### config.mk
export PLATFORM = sky130hd
export DESIGN_NAME = fpec_top
export DESIGN_NICKNAME = d
export VERILOG_FILES = /design/src/hw/fpec_pkg.sv /design/src/hw/fpec_top.sv
export SDC_FILE = /design/constraint.sdc
export NUM_CORES = 1
export LEC_CHECK = 0
export BUFFER_PORTS_ARGS = -buffer_cell sky130_fd_sc_hd__buf_2
export CAP_MARGIN = 5
export CORE_MARGIN = 5
export CORE_UTILIZATION = 42
export CTS_BUF_LIST = sky130_fd_sc_hd__clkbuf_8
export DETAILED_ROUTE_END_ITERATION = 10
export PLACE_DENSITY = 0.79
export SYNTH_ARGS = -nofsm -noshare
export SYNTH_HDL_FRONTEND = slang
export SYNTH_SLANG_ARGS = --single-unit
### constraint.sdc
create_clock -name aclk -period 2.2 [get_ports aclk]
set_input_delay 0.11 -clock aclk [delete_from_list [all_inputs] [get_ports aclk]]
set_output_delay 0.11 -clock aclk [all_outputs]
set_load 0.02 [all_outputs]
### src/hw/fpec_pkg.sv
// Package for the flash program/erase control register block.
// Assumes a 32-bit AXI4-Lite register bus on a single 25 MHz clock.
package fpec_pkg;
  // Register word offsets. The low byte of each printed address is kept as the index.
  localparam logic [7:0] FPEC_IDX_MODE = 8'h20;
  localparam logic [7:0] FPEC_IDX_STAT = 8'h21;
  localparam logic [7:0] FPEC_IDX_PWR = 8'h22;
  localparam logic [7:0] FPEC_IDX_BLK = 8'h23;
  localparam logic [7:0] FPEC_IDX_ENA = 8'h2b;
  localparam int FPEC_ADDR_W = 12;
  // Mode control field positions.
  localparam int FPEC_B_RSV = 7;
  localparam int FPEC_B_SWE = 6;
  localparam int FPEC_B_CSU = 5;
  localparam int FPEC_B_BSU = 4;
  localparam int FPEC_B_CCHK = 3;
  localparam int FPEC_B_BCHK = 2;
  localparam int FPEC_B_CRUN = 1;
  localparam int FPEC_B_BRUN = 0;
  // Single-bit fields of the other registers.
  localparam int FPEC_B_TOP = 7;
  localparam int FPEC_NBLK = 5;
  localparam logic [7:0] FPEC_RST = 8'h00;
  localparam logic [1:0] FPEC_RESP_OKAY = 2'b00;
  localparam logic [1:0] FPEC_RESP_SLVERR = 2'b10;
  // Block address bounds; the last block ends at a size-dependent limit.
  localparam logic [15:0] FPEC_BLK_SIZE = 16'h0400;
  localparam logic [15:0] FPEC_TOP_SMALL = 16'h3fff;
  localparam logic [15:0] FPEC_TOP_LARGE = 16'h7fff;
  typedef enum logic [2:0] {
    FPEC_M_READ, FPEC_M_BURN_SETUP, FPEC_M_BURN, FPEC_M_BURN_CHK,
    FPEC_M_CLR_SETUP, FPEC_M_CLR, FPEC_M_CLR_CHK, FPEC_M_IDLE_EN
  } fpec_mode_type;
endpackage : fpec_pkg

### src/hw/fpec_top.sv
// Flash program/erase control registers behind an AXI4-Lite slave.
// Assumes the array controller reports faults and the chip reports subactive mode.
`timescale 1ns/10ps
`default_nettype none
// Notes on behaviour
// Mode control bit 7 reads zero and ignores writes.
// Without write enable, no other mode or block select bit can be set.
// Erase setup bit enters and cancels erase setup state.
// Program setup bit enters and cancels program setup state.
// Erase mode needs write enable and erase setup when run bit set.
// Program mode needs write enable and program setup when run bit set.
// Erase-verify bit enters and cancels erase-verify mode.
// Program-verify bit enters and cancels program-verify mode.
// Software sets one mode control bit per write.
// Software clears mode bits before reading flash as ROM.
// Error flag sets on program/erase fault, else reads zero.
// Status register is read-only; low seven bits read zero.
// Block select is held zero while write enable is zero.
// More than one block select bit set clears all of them.
// Only the selected block may be erased; others are protected.
// Bits 0-3 select 1-Kbyte blocks; bit 4 selects the remainder.
// Software erases the whole array block by block.
// In subactive mode flash powers down unless inhibit bit is set.
// Control registers are accessible only while unlock bit is set.
// Reserved low bits of status, power, enable registers read zero.
// Registers are eight bits wide, one per word.
// Registers at offsets 0x20..0x23 and 0x2b.
// Locked registers read zero and ignore writes.
// All registers reset to zero.
module fpec_top #(
  parameter bit LARGE_ARRAY = 1'b1
) (
  input wire logic aclk, // System clock.
  input wire logic aresetn, // Synchronous reset, active low.
  input wire logic [fpec_pkg::FPEC_ADDR_W-1:0] s_axi_awaddr, // Write address.
  input wire logic s_axi_awvalid, // Write address valid.
  output logic s_axi_awready, // Write address ready.
  input wire logic [31:0] s_axi_wdata, // Write data.
  input wire logic [3:0] s_axi_wstrb, // Write strobes.
  input wire logic s_axi_wvalid, // Write data valid.
  output logic s_axi_wready, // Write data ready.
  output logic [1:0] s_axi_bresp, // Write response.
  output logic s_axi_bvalid, // Write response valid.
  input wire logic s_axi_bready, // Write response ready.
  input wire logic [fpec_pkg::FPEC_ADDR_W-1:0] s_axi_araddr, // Read address.
  input wire logic s_axi_arvalid, // Read address valid.
  output logic s_axi_arready, // Read address ready.
  output logic [31:0] s_axi_rdata, // Read data.
  output logic [1:0] s_axi_rresp, // Read response.
  output logic s_axi_rvalid, // Read data valid.
  input wire logic s_axi_rready, // Read data ready.
  input wire logic fault_evt, // Array fault seen during program or erase, pulse.
  input wire logic subactive, // Chip is in subactive mode, level.
  input wire logic [15:0] array_addr, // Address the array is about to erase.
  output fpec_pkg::fpec_mode_type flash_mode, // Current array mode.
  output logic [4:0] erase_sel, // Selected erase block, one-hot or zero.
  output logic erase_allow, // Erase permitted at array_addr.
  output logic flash_powerdown // Array in power-down mode.
);
  import fpec_pkg::*;

  // ----------------------------------------------------------------
  // Register state
  // ----------------------------------------------------------------
  logic [7:0] mode_q, mode_d;
  logic [4:0] blk_q, blk_d;
  logic fault_q, fault_d;
  logic pinh_q, pinh_d;
  logic unlock_q, unlock_d;
  logic aw_q, aw_d, w_q, w_d, bv_q, bv_d, rv_q, rv_d;
  logic [7:0] awa_q, awa_d, wd_q, wd_d;
  logic wst_q, wst_d;
  logic [1:0] br_q, br_d, rr_q, rr_d;
  logic [31:0] rd_q, rd_d;
  fpec_mode_type fm_q, fm_d;
  logic [4:0] es_q, es_d;
  logic pd_q, pd_d;

  // Word index of a byte address; registers sit one per word.
  function automatic logic [7:0] widx(input logic [FPEC_ADDR_W-1:0] a);
    widx = a[9:2];
  endfunction : widx

  function automatic logic is_ctrl(input logic [7:0] i);
    is_ctrl = (i == FPEC_IDX_MODE) || (i == FPEC_IDX_STAT) ||
              (i == FPEC_IDX_PWR) || (i == FPEC_IDX_BLK);
  endfunction : is_ctrl

  function automatic logic onehot_many(input logic [4:0] v);
    onehot_many = (v & (v - 5'h01)) != 5'h00;
  endfunction : onehot_many

  logic do_wr, do_rd;
  assign s_axi_awready = !aw_q && !bv_q;
  assign s_axi_wready = !w_q && !bv_q;
  assign s_axi_arready = !rv_q;
  assign do_wr = aw_q && w_q && !bv_q;
  assign do_rd = s_axi_arvalid && !rv_q;

  // ----------------------------------------------------------------
  // Bus and register next state
  // ----------------------------------------------------------------
  always_comb
  begin
    logic [7:0] nm;
    logic [4:0] nb;
    logic acc_ok;
    nm = mode_q;
    nb = blk_q;
    acc_ok = 1'b0;
    aw_d = aw_q;
    w_d = w_q;
    bv_d = bv_q;
    rv_d = rv_q;
    awa_d = awa_q;
    wd_d = wd_q;
    wst_d = wst_q;
    br_d = br_q;
    rr_d = rr_q;
    rd_d = rd_q;
    pinh_d = pinh_q;
    unlock_d = unlock_q;
    if (s_axi_awvalid && s_axi_awready)
    begin
      aw_d = 1'b1;
      awa_d = widx(s_axi_awaddr);
    end
    if (s_axi_wvalid && s_axi_wready)
    begin
      w_d = 1'b1;
      wd_d = s_axi_wdata[7:0];
      wst_d = s_axi_wstrb[0];
    end
    if (do_wr)
    begin
      aw_d = 1'b0;
      w_d = 1'b0;
      bv_d = 1'b1;
      br_d = FPEC_RESP_OKAY;
      acc_ok = unlock_q || !is_ctrl(awa_q);
      if (!(is_ctrl(awa_q) || awa_q == FPEC_IDX_ENA))
        br_d = FPEC_RESP_SLVERR;
      else if (wst_q && acc_ok)
      begin
        case (awa_q)
          FPEC_IDX_MODE:
          begin
            nm = {1'b0, wd_q[6:0]};
            if (!wd_q[FPEC_B_SWE])
              nm = FPEC_RST;
            else if (!mode_q[FPEC_B_SWE])
              nm = FPEC_RST | (8'h01 << FPEC_B_SWE);
          end
          FPEC_IDX_BLK: nb = mode_q[FPEC_B_SWE] ? wd_q[4:0] : 5'h00;
          FPEC_IDX_PWR: pinh_d = wd_q[FPEC_B_TOP];
          FPEC_IDX_ENA: unlock_d = wd_q[FPEC_B_TOP];
          default: ; // Status is read-only. R12
        endcase
      end
    end
    if (bv_q && s_axi_bready)
      bv_d = 1'b0;
    if (do_rd)
    begin
      rv_d = 1'b1;
      rr_d = FPEC_RESP_OKAY;
      rd_d = 32'h00000000;
      case (widx(s_axi_araddr))
        FPEC_IDX_MODE: rd_d[7:0] = unlock_q ? mode_q : FPEC_RST;
        FPEC_IDX_STAT: rd_d[FPEC_B_TOP] = unlock_q && fault_q;
        FPEC_IDX_PWR: rd_d[FPEC_B_TOP] = unlock_q && pinh_q;
        FPEC_IDX_BLK: rd_d[4:0] = unlock_q ? blk_q : 5'h00;
        FPEC_IDX_ENA: rd_d[FPEC_B_TOP] = unlock_q;
        default: rr_d = FPEC_RESP_SLVERR;
      endcase
    end
    if (rv_q && s_axi_rready)
      rv_d = 1'b0;
    if (!nm[FPEC_B_SWE])
      nb = 5'h00;
    if (onehot_many(nb))
      nb = 5'h00;
    mode_d = nm;
    blk_d = nb;
  end

  // ----------------------------------------------------------------
  // Array mode, fault flag and power
  // ----------------------------------------------------------------
  always_comb
  begin
    fault_d = fault_q;
    if (fault_evt && (fm_q == FPEC_M_BURN || fm_q == FPEC_M_CLR))
      fault_d = 1'b1;
    fm_d = FPEC_M_READ;
    if (mode_q[FPEC_B_SWE])
    begin
      fm_d = FPEC_M_IDLE_EN;
      if (mode_q[FPEC_B_CSU])
        fm_d = (mode_q[FPEC_B_CRUN] && !fault_q) ? FPEC_M_CLR : FPEC_M_CLR_SETUP;
      else if (mode_q[FPEC_B_BSU])
        fm_d = (mode_q[FPEC_B_BRUN] && !fault_q) ? FPEC_M_BURN : FPEC_M_BURN_SETUP;
      else if (mode_q[FPEC_B_CCHK])
        fm_d = FPEC_M_CLR_CHK;
      else if (mode_q[FPEC_B_BCHK])
        fm_d = FPEC_M_BURN_CHK;
    end
    es_d = blk_q;
    pd_d = subactive && !pinh_q;
  end

  // Erase window decode; the last block ends where the array ends.
  logic [15:0] top_addr;
  logic [2:0] blk_of;
  assign top_addr = LARGE_ARRAY ? FPEC_TOP_LARGE : FPEC_TOP_SMALL;
  always_comb
  begin
    blk_of = 3'd4;
    if (array_addr < (FPEC_BLK_SIZE << 2))
      blk_of = array_addr[12:10];
  end
  assign erase_allow = (fm_q == FPEC_M_CLR) && (array_addr <= top_addr) &&
                       es_q[blk_of];

  always_ff @(posedge aclk)
  begin
    if (!aresetn)
    begin
      mode_q <= FPEC_RST;
      blk_q <= 5'h00;
      fault_q <= 1'b0;
      pinh_q <= 1'b0;
      unlock_q <= 1'b0;
      aw_q <= 1'b0;
      w_q <= 1'b0;
      bv_q <= 1'b0;
      rv_q <= 1'b0;
      awa_q <= 8'h00;
      wd_q <= 8'h00;
      wst_q <= 1'b0;
      br_q <= 2'b00;
      rr_q <= 2'b00;
      rd_q <= 32'h00000000;
      fm_q <= FPEC_M_READ;
      es_q <= 5'h00;
      pd_q <= 1'b0;
    end
    else
    begin
      mode_q <= mode_d;
      blk_q <= blk_d;
      fault_q <= fault_d;
      pinh_q <= pinh_d;
      unlock_q <= unlock_d;
      aw_q <= aw_d;
      w_q <= w_d;
      bv_q <= bv_d;
      rv_q <= rv_d;
      awa_q <= awa_d;
      wd_q <= wd_d;
      wst_q <= wst_d;
      br_q <= br_d;
      rr_q <= rr_d;
      rd_q <= rd_d;
      fm_q <= fm_d;
      es_q <= es_d;
      pd_q <= pd_d;
    end
  end

  assign s_axi_bvalid = bv_q;
  assign s_axi_bresp = br_q;
  assign s_axi_rvalid = rv_q;
  assign s_axi_rresp = rr_q;
  assign s_axi_rdata = rd_q;
  assign flash_mode = fm_q;
  assign erase_sel = es_q;
  assign flash_powerdown = pd_q;
endmodule : fpec_top
`default_nettype wire

==> results.md, run 1 <==
- PortBufs: 64
- Filler cells: 563
- Outcome: completed
- Final TNS setup: 0 ns
- Via count: 2214
- Die area: about 0.0076 mm^2
- Row cnt: 28
- Routability cong.: 0.843
- Most frequent cells in the layout: buf_2, nand2_1, dfxtp_1
- Worst EP arrival: 2.34 ns
- CTS Buf Count: 5
- Worst setup path startpoint: awa_q[4]
- Leak Pwr: 1.26 nW
- Max Freq: 469 MHz
- First-pass GRT wire length: 9.03 mm
- 1st-iter DRT viols: 87
- Leading area contributor after synthesis: dfxtp_1
- Crit start category: flip-flop
- Hold Startpoint: s_axi_wstrb[0]
- DRT antenna net count: 0
- Top Ports: 136
- Gate Count Post-Synth: 304
- DRC: 0
- Yosys top cell area share: roughly 44%
- Critical path buffer and inverter count: 0
- Final Util: between 50% and 60%
- Vias in the first global route: about 2000
- Clk buf depth: 2
- CTS H-tree lvls: 2
- CP top delay family: simple AND/OR/NAND/NOR gates
- RR Startpoint: awa_q[4]
- R2R cell count: 5
- Power Density: 620 mW/mm^2
- Leading cell type in the layout, fill and taps excluded: buf_2
- GRT Util Overall: 14.9%
- Yosys cell types: 43
- Hold Slack: 0.0302 ns
- Clock sink count: 55
- Initial Util: 42.8%
- CP Class: reg2reg
- Diode count: 0
- Worst path required time: 2.41 ns
- Register area share after synthesis: 43.9%
- Hold crit path type: in2reg
- Final hold violations: 0
- Max Clock Skew: 0.00392 ns
- Clock Tree Root: clkbuf_8
- RSZ-0062 raised after global routing: true
- Worst Slack Setup Final: 0.0682 ns
- Mapped Area: 0.00251 mm^2
- Seq cells post-synth: 55
- Post-synthesis async set-or-reset flop share: 0%
- Final Critical Period: between 2 and 2.5 ns
- Post-synth EDFFs: 0
- Max stage delay on crit path: 0.57 ns
- Final Cycle Share: 96.9%
- Dominant synthesized flop cell: dfxtp_1
- HPWL Detailed: 4.32 mm
- Max cap viols: 0
- CTS tree: built
- Slowest-stage cell, CP: or4b_4
- Share of layout cells above drive strength 1: 24.3%
- Cells along the critical path: or4b_4 -> or4_4 -> mux2i_1 -> nand2b_4 -> a2111oi_2
- Wire length per cell: 12.4 um
- Maximum VDD drop: 0.460 mV
- Hold path cells: 3
- Clk_lat worst skew: 0.31 ns
- Worst-path clk slew: 0.09 ns
- # Post-CTS Setup Buffers: 0
- Design Power: around 0.0018 W
- Largest net degree at the start of global routing: 22
- GRT overflow: 0
- Layout Nets: 459
- Area Growth Syn to Fin: 19.1%
- Initial antenna violation count: 0
- Drt pass-1 iters: 4
- Via density: 4.92
- Core area: 0.00585 mm^2
- Synth top area cells: dfxtp_1, nand2_1, buf_4, a21oi_1, mux2i_1
- Levels on crit path: 5
- Worst slew pin tran: approximately 0.63 ns
- Crit. End Element: flip-flop
- Warnings from Yosys: 0
- Final Setup Violations: 0
- DP Worst Slack: -0.0205 ns
- Max Slew Vio Count: 0
- Mapped Avg Cell Area: roughly 8.2 um^2
- Slew headroom: 57.9%
- Die Ht: 87.2 um
- Critical Path Fanout Max: 6
- Detailed Route WL: 5.58 mm
- Die W: 87.2 um
report_power, final:
| group | total [W] | switching [W] | internal, W |
|---|---|---|---|
| Clock | 0.000576 | 0.000318 | 0.000257 |
| Sequential | 0.00106 | 0.0000292 | 0.00103 |
| Combinational | 0.000217 | 0.000144 | 0.0000732 |
| Total | 0.00185 | 0.000492 | 0.00136 |
path summary, 6_finish.rpt:
path | to | slack, ns
worst max-delay path | blk_q[4] | 0.07
worst min-delay path | wst_q | 0.03
worst max register to register | blk_q[4] | 0.07
worst min register to register | flash_powerdown | 0.45
cell type report:
| cell class | instances | area (um^2) | area share [%] |
|---|---|---|---|
| Clock buffer | 6 | 82.6 | 2.77 |
| Sequential cell | 55 | 1100 | 36.9 |
| Timing Repair Buffer | 75 | 408 | 13.7 |
| Clock inverter | 2 | 16.3 | 0.545 |
| Inverter | 8 | 30.0 | 1.01 |
| Multi-Input combinational cell | 229 | 1250 | 42.0 |
| Tap cell | 75 | 93.8 | 3.14 |
logic make-up after synthesis:
| family | synth area share [%] |
|---|---|
| and+or+nand+nor | 26.6 |
| AOI/OAI and AO/OA | 14.5 |
| DFF | 43.9 |
| other | 0.150 |
| buffers and inverters | 10.7 |
| muxes | 4.14 |
cells in the mapped netlist, drive strengths merged (3+ instances only):
| master | n |
|---|---|
| a211oi | 3 |
| a21oi | 38 |
| a22oi | 7 |
| and2 | 7 |
| and3 | 3 |
| buf | 28 |
| clkbuf | 9 |
| dfxtp | 55 |
| inv | 8 |
| mux2i | 7 |
| nand2 | 62 |
| nand2b | 5 |
| nand3 | 11 |
| nand3b | 3 |
| nor2 | 18 |
| nor3 | 7 |
| nor4 | 6 |
| o22ai | 3 |
worst min-delay path: stages:
cell	delay [ns]
buf_2	0.09
nand2_1	0.04
a21oi_1	0.05
routing by layer:
metal | vias up | GRT usage (%) | share of wire (%)
met5 | - | 0 | 0
met4 | 0 | 4.60 | 1.2
met3 | 7 | 3.97 | 8.3
met2 | 71 | 24.6 | 47
met1 | 1001 | 18.9 | 43
li1 | 1135 | - | -
per-stage QoR:
stage / cells / cell area [um^2]
after global placement: 440 / 2840
after detailed placement: 440 / 2840
after floorplan: 329 / 2600
after CTS: 450 / 2970
after global routing: 450 / 2980
final: 450 / 2980
state kept, by name, summed over array words and instances (netlist names):
name / count
s_axi_rdata: 8
erase_sel: 5
flash_powerdown: 1
awa_q: 8
s_axi_rresp: 1
s_axi_bvalid: 1
aw_q: 1
flash_mode: 3
unlock_q: 1
wst_q: 1
pinh_q: 1
w_q: 1
s_axi_rvalid: 1
s_axi_bresp: 1
fault_q: 1
mode_q: 7
wd_q: 8
blk_q: 5
repair_timing:
item / 4_1_cts / 5_1_grt
endpoints found under the setup margin: 1 / 9
endpoints found under the hold margin: 2 / 0
gates resized for setup: 1 / 3
hold buffers: 2 / 0
pin swaps: 0 / 1
(Power assumes the default switching activity.)
==> run 2: changes to the inputs <==
--- a/config.mk
+++ b/config.mk
@@ -8,10 +8,9 @@
 export BUFFER_PORTS_ARGS = -buffer_cell sky130_fd_sc_hd__buf_2
 export CAP_MARGIN = 5
 export CORE_MARGIN = 5
-export CORE_UTILIZATION = 42
-export CTS_BUF_LIST = sky130_fd_sc_hd__clkbuf_8
+export CORE_UTILIZATION = 40
 export DETAILED_ROUTE_END_ITERATION = 10
-export PLACE_DENSITY = 0.79
+export PLACE_DENSITY_LB_ADDON = 0.12
 export SYNTH_ARGS = -nofsm -noshare
 export SYNTH_HDL_FRONTEND = slang
 export SYNTH_SLANG_ARGS = --single-unit
==> run 2 against run 1 <==
Cell count rose by 1.8%. Clock skew up 0.0065 ns. Global-route usage fell by 0.41 points. Cell area rose by 3.9%. Total power is 7.0% higher. Via count grew 0.18%.
==> results.md, run 2 (synthesis results as in run 1) <==
- Wire length per cell: 12.7 um (+2.6%)
- Row cnt: 28 (unchanged)
- Die area: 0.00795 mm^2 (+4.4%)
- Diode count: 0 (unchanged)
- Vias in the first global route: 1941 (-4.4%)
- Worst Slack Setup Final: 0.0442 ns (-0.0240 ns)
- Hold Slack: 0.0243 ns (-0.00593 ns)
- Filler cells: 603 (+7.1%)
- Routability cong.: 0.794 (-5.8%)
- GRT Util Overall: 14.5% (-0.41 points)
- Most frequent cells in the layout: buf_2, nand2_1, dfxtp_1
- Slew headroom: 53.5% (-4.4 points)
- Worst slew pin tran: 0.696 ns (+0.0655 ns)
- Clock sink count: 55 (unchanged)
- Crit start category: flip-flop
- Final Util: 51.8% (+0.77 points)
- Die Ht: 89.2 um (+2.2%)
- Max Freq: 464 MHz (-1.1%)
- R2R cell count: 7 (+2)
- Final Critical Period: 2.16 ns (+0.0240 ns)
- Area Growth Syn to Fin: 23.8%
- CP Class: reg2reg
- Maximum VDD drop: 0.506 mV (+9.9%)
- Area of the multi-input gates: 0.00128 mm^2 (+2.2%)
- Final Cycle Share: 98.0% (+1.1 points)
- Outcome: completed
- Crit. End Element: flip-flop
- Detailed Route WL: 5.83 mm (+4.4%)
- Max Slew Vio Count: 0 (unchanged)
- Critical Path Fanout Max: 4 (-2)
- Clock Tree Root: clkbuf_8
- Max Clock Skew: 0.0104 ns (+0.00652 ns)
- Die W: 89.2 um (+2.2%)
- Max cap viols: 0 (unchanged)
- Final hold violations: 0 (unchanged)
- DP Worst Slack: -0.0547 ns (-0.0343 ns)
- DRT antenna net count: 0 (unchanged)
- HPWL Detailed: 4.38 mm (+1.3%)
- Register area: 0.00110 mm^2 (unchanged)
- Worst EP arrival: 2.37 ns (+0.03 ns)
- Hold path cells: 3 (unchanged)
- Hold crit path type: in2reg
- Largest net degree at the start of global routing: 21 (-4.5%)
- GRT overflow: 0 (unchanged)
- Initial Util: 41.8% (-1.0 points)
- Clk_lat worst skew: 0.32 ns (about the same)
- Leading cell type in the layout, fill and taps excluded: buf_2
- Clk buf depth: 2 (unchanged)
- Worst path required time: 2.42 ns (about the same)
- Drt pass-1 iters: 4 (unchanged)
- Top Ports: 136 (unchanged)
- Layout Nets: 467 (+1.7%)
- CTS tree: built
- RSZ-0062 raised after global routing: true
- Via count: 2218 (+0.18%)
- Via density: 4.84 (-1.6%)
- PortBufs: 64 (unchanged)
- Initial antenna violation count: 0 (unchanged)
- Core area: 0.00599 mm^2 (+2.4%)
- DRC: 0 (unchanged)
- Leak Pwr: 1.32 nW (+4.8%)
- Final Setup Violations: 0 (unchanged)
- CTS H-tree lvls: 2 (unchanged)
- Power Density: 638 mW/mm^2 (+2.9%)
- Worst-path clk slew: 0.11 ns (+0.02 ns)
- CTS Buf Count: 5 (unchanged)
- 1st-iter DRT viols: 110 (+26%)
- Design Power: 0.00198 W (+7.0%)
- Share of layout cells above drive strength 1: 26.9% (+2.6 points)
- First-pass GRT wire length: 8.95 mm (-0.92%)
[run 2: routing by layer]
layer	global-route usage (%)	up-vias	part of all wire [%]
met4	4.74	0	1.0
li1	-	1148	-
met2	22.4	71	42
met5	0	-	0
met3	3.50	5	8.1
met1	19.8	994	49
[run 2: where the power goes]
part | leakage, nW | switching (W) | internal (W)
clock network | 0.0587 | 0.000352 | 0.000346
registers | 0.447 | 0.0000284 | 0.00103
logic | 0.814 | 0.000146 | 0.0000787
total | 1.32 | 0.000527 | 0.00145
[run 2: worst max-delay path: stages (launching register included)]
cell and delay (ns):
dfxtp_1 0.33, or4b_4 0.55, buf_4 0.16, nor4_4 0.20, buf_4 0.18, mux2_2 0.37
a2bb2oi_2 0.20, nor3_1 0.07
[run 2: layout make-up]
cell class,count,share of cell area (%)
multi-input cells,229,41.3
flip-flops and latches,55,35.5
repair buffers,83,15.5
well taps,75,3.03
clock buffers,5,2.22
clock inverters,3,1.53
inverters,8,0.968
[run 2: timing repair]
item / CTS / global route
buffers inserted: 1 / 1
pin swaps: 1 / 0
resized for setup: 2 / 7
hold endpoints to repair: 2 / 0
setup endpoints to repair: 3 / 9
hold buffers: 2 / 0
[run 2: per-stage QoR]
| stage | instances | instance area (um^2) | setup TNS [ns] |
|---|---|---|---|
| CTS | 457 | 3050 | 0 |
| floorplan | 329 | 2600 | 0 |
| detailed placement | 446 | 2900 | -0.115 |
| global route | 458 | 3100 | -0.123 |
| finish | 458 | 3100 | 0 |
| global placement | 446 | 2900 | -0.0651 |
[run 2: worst paths after layout]
kind	from	to	slack [ns]
min	s_axi_awaddr[8]	awa_q[6]	0.02
max	awa_q[4]	blk_q[1]	0.04
max reg2reg	awa_q[4]	blk_q[1]	0.04
min reg2reg	s_axi_rdata[1]	s_axi_rdata[1]	0.46
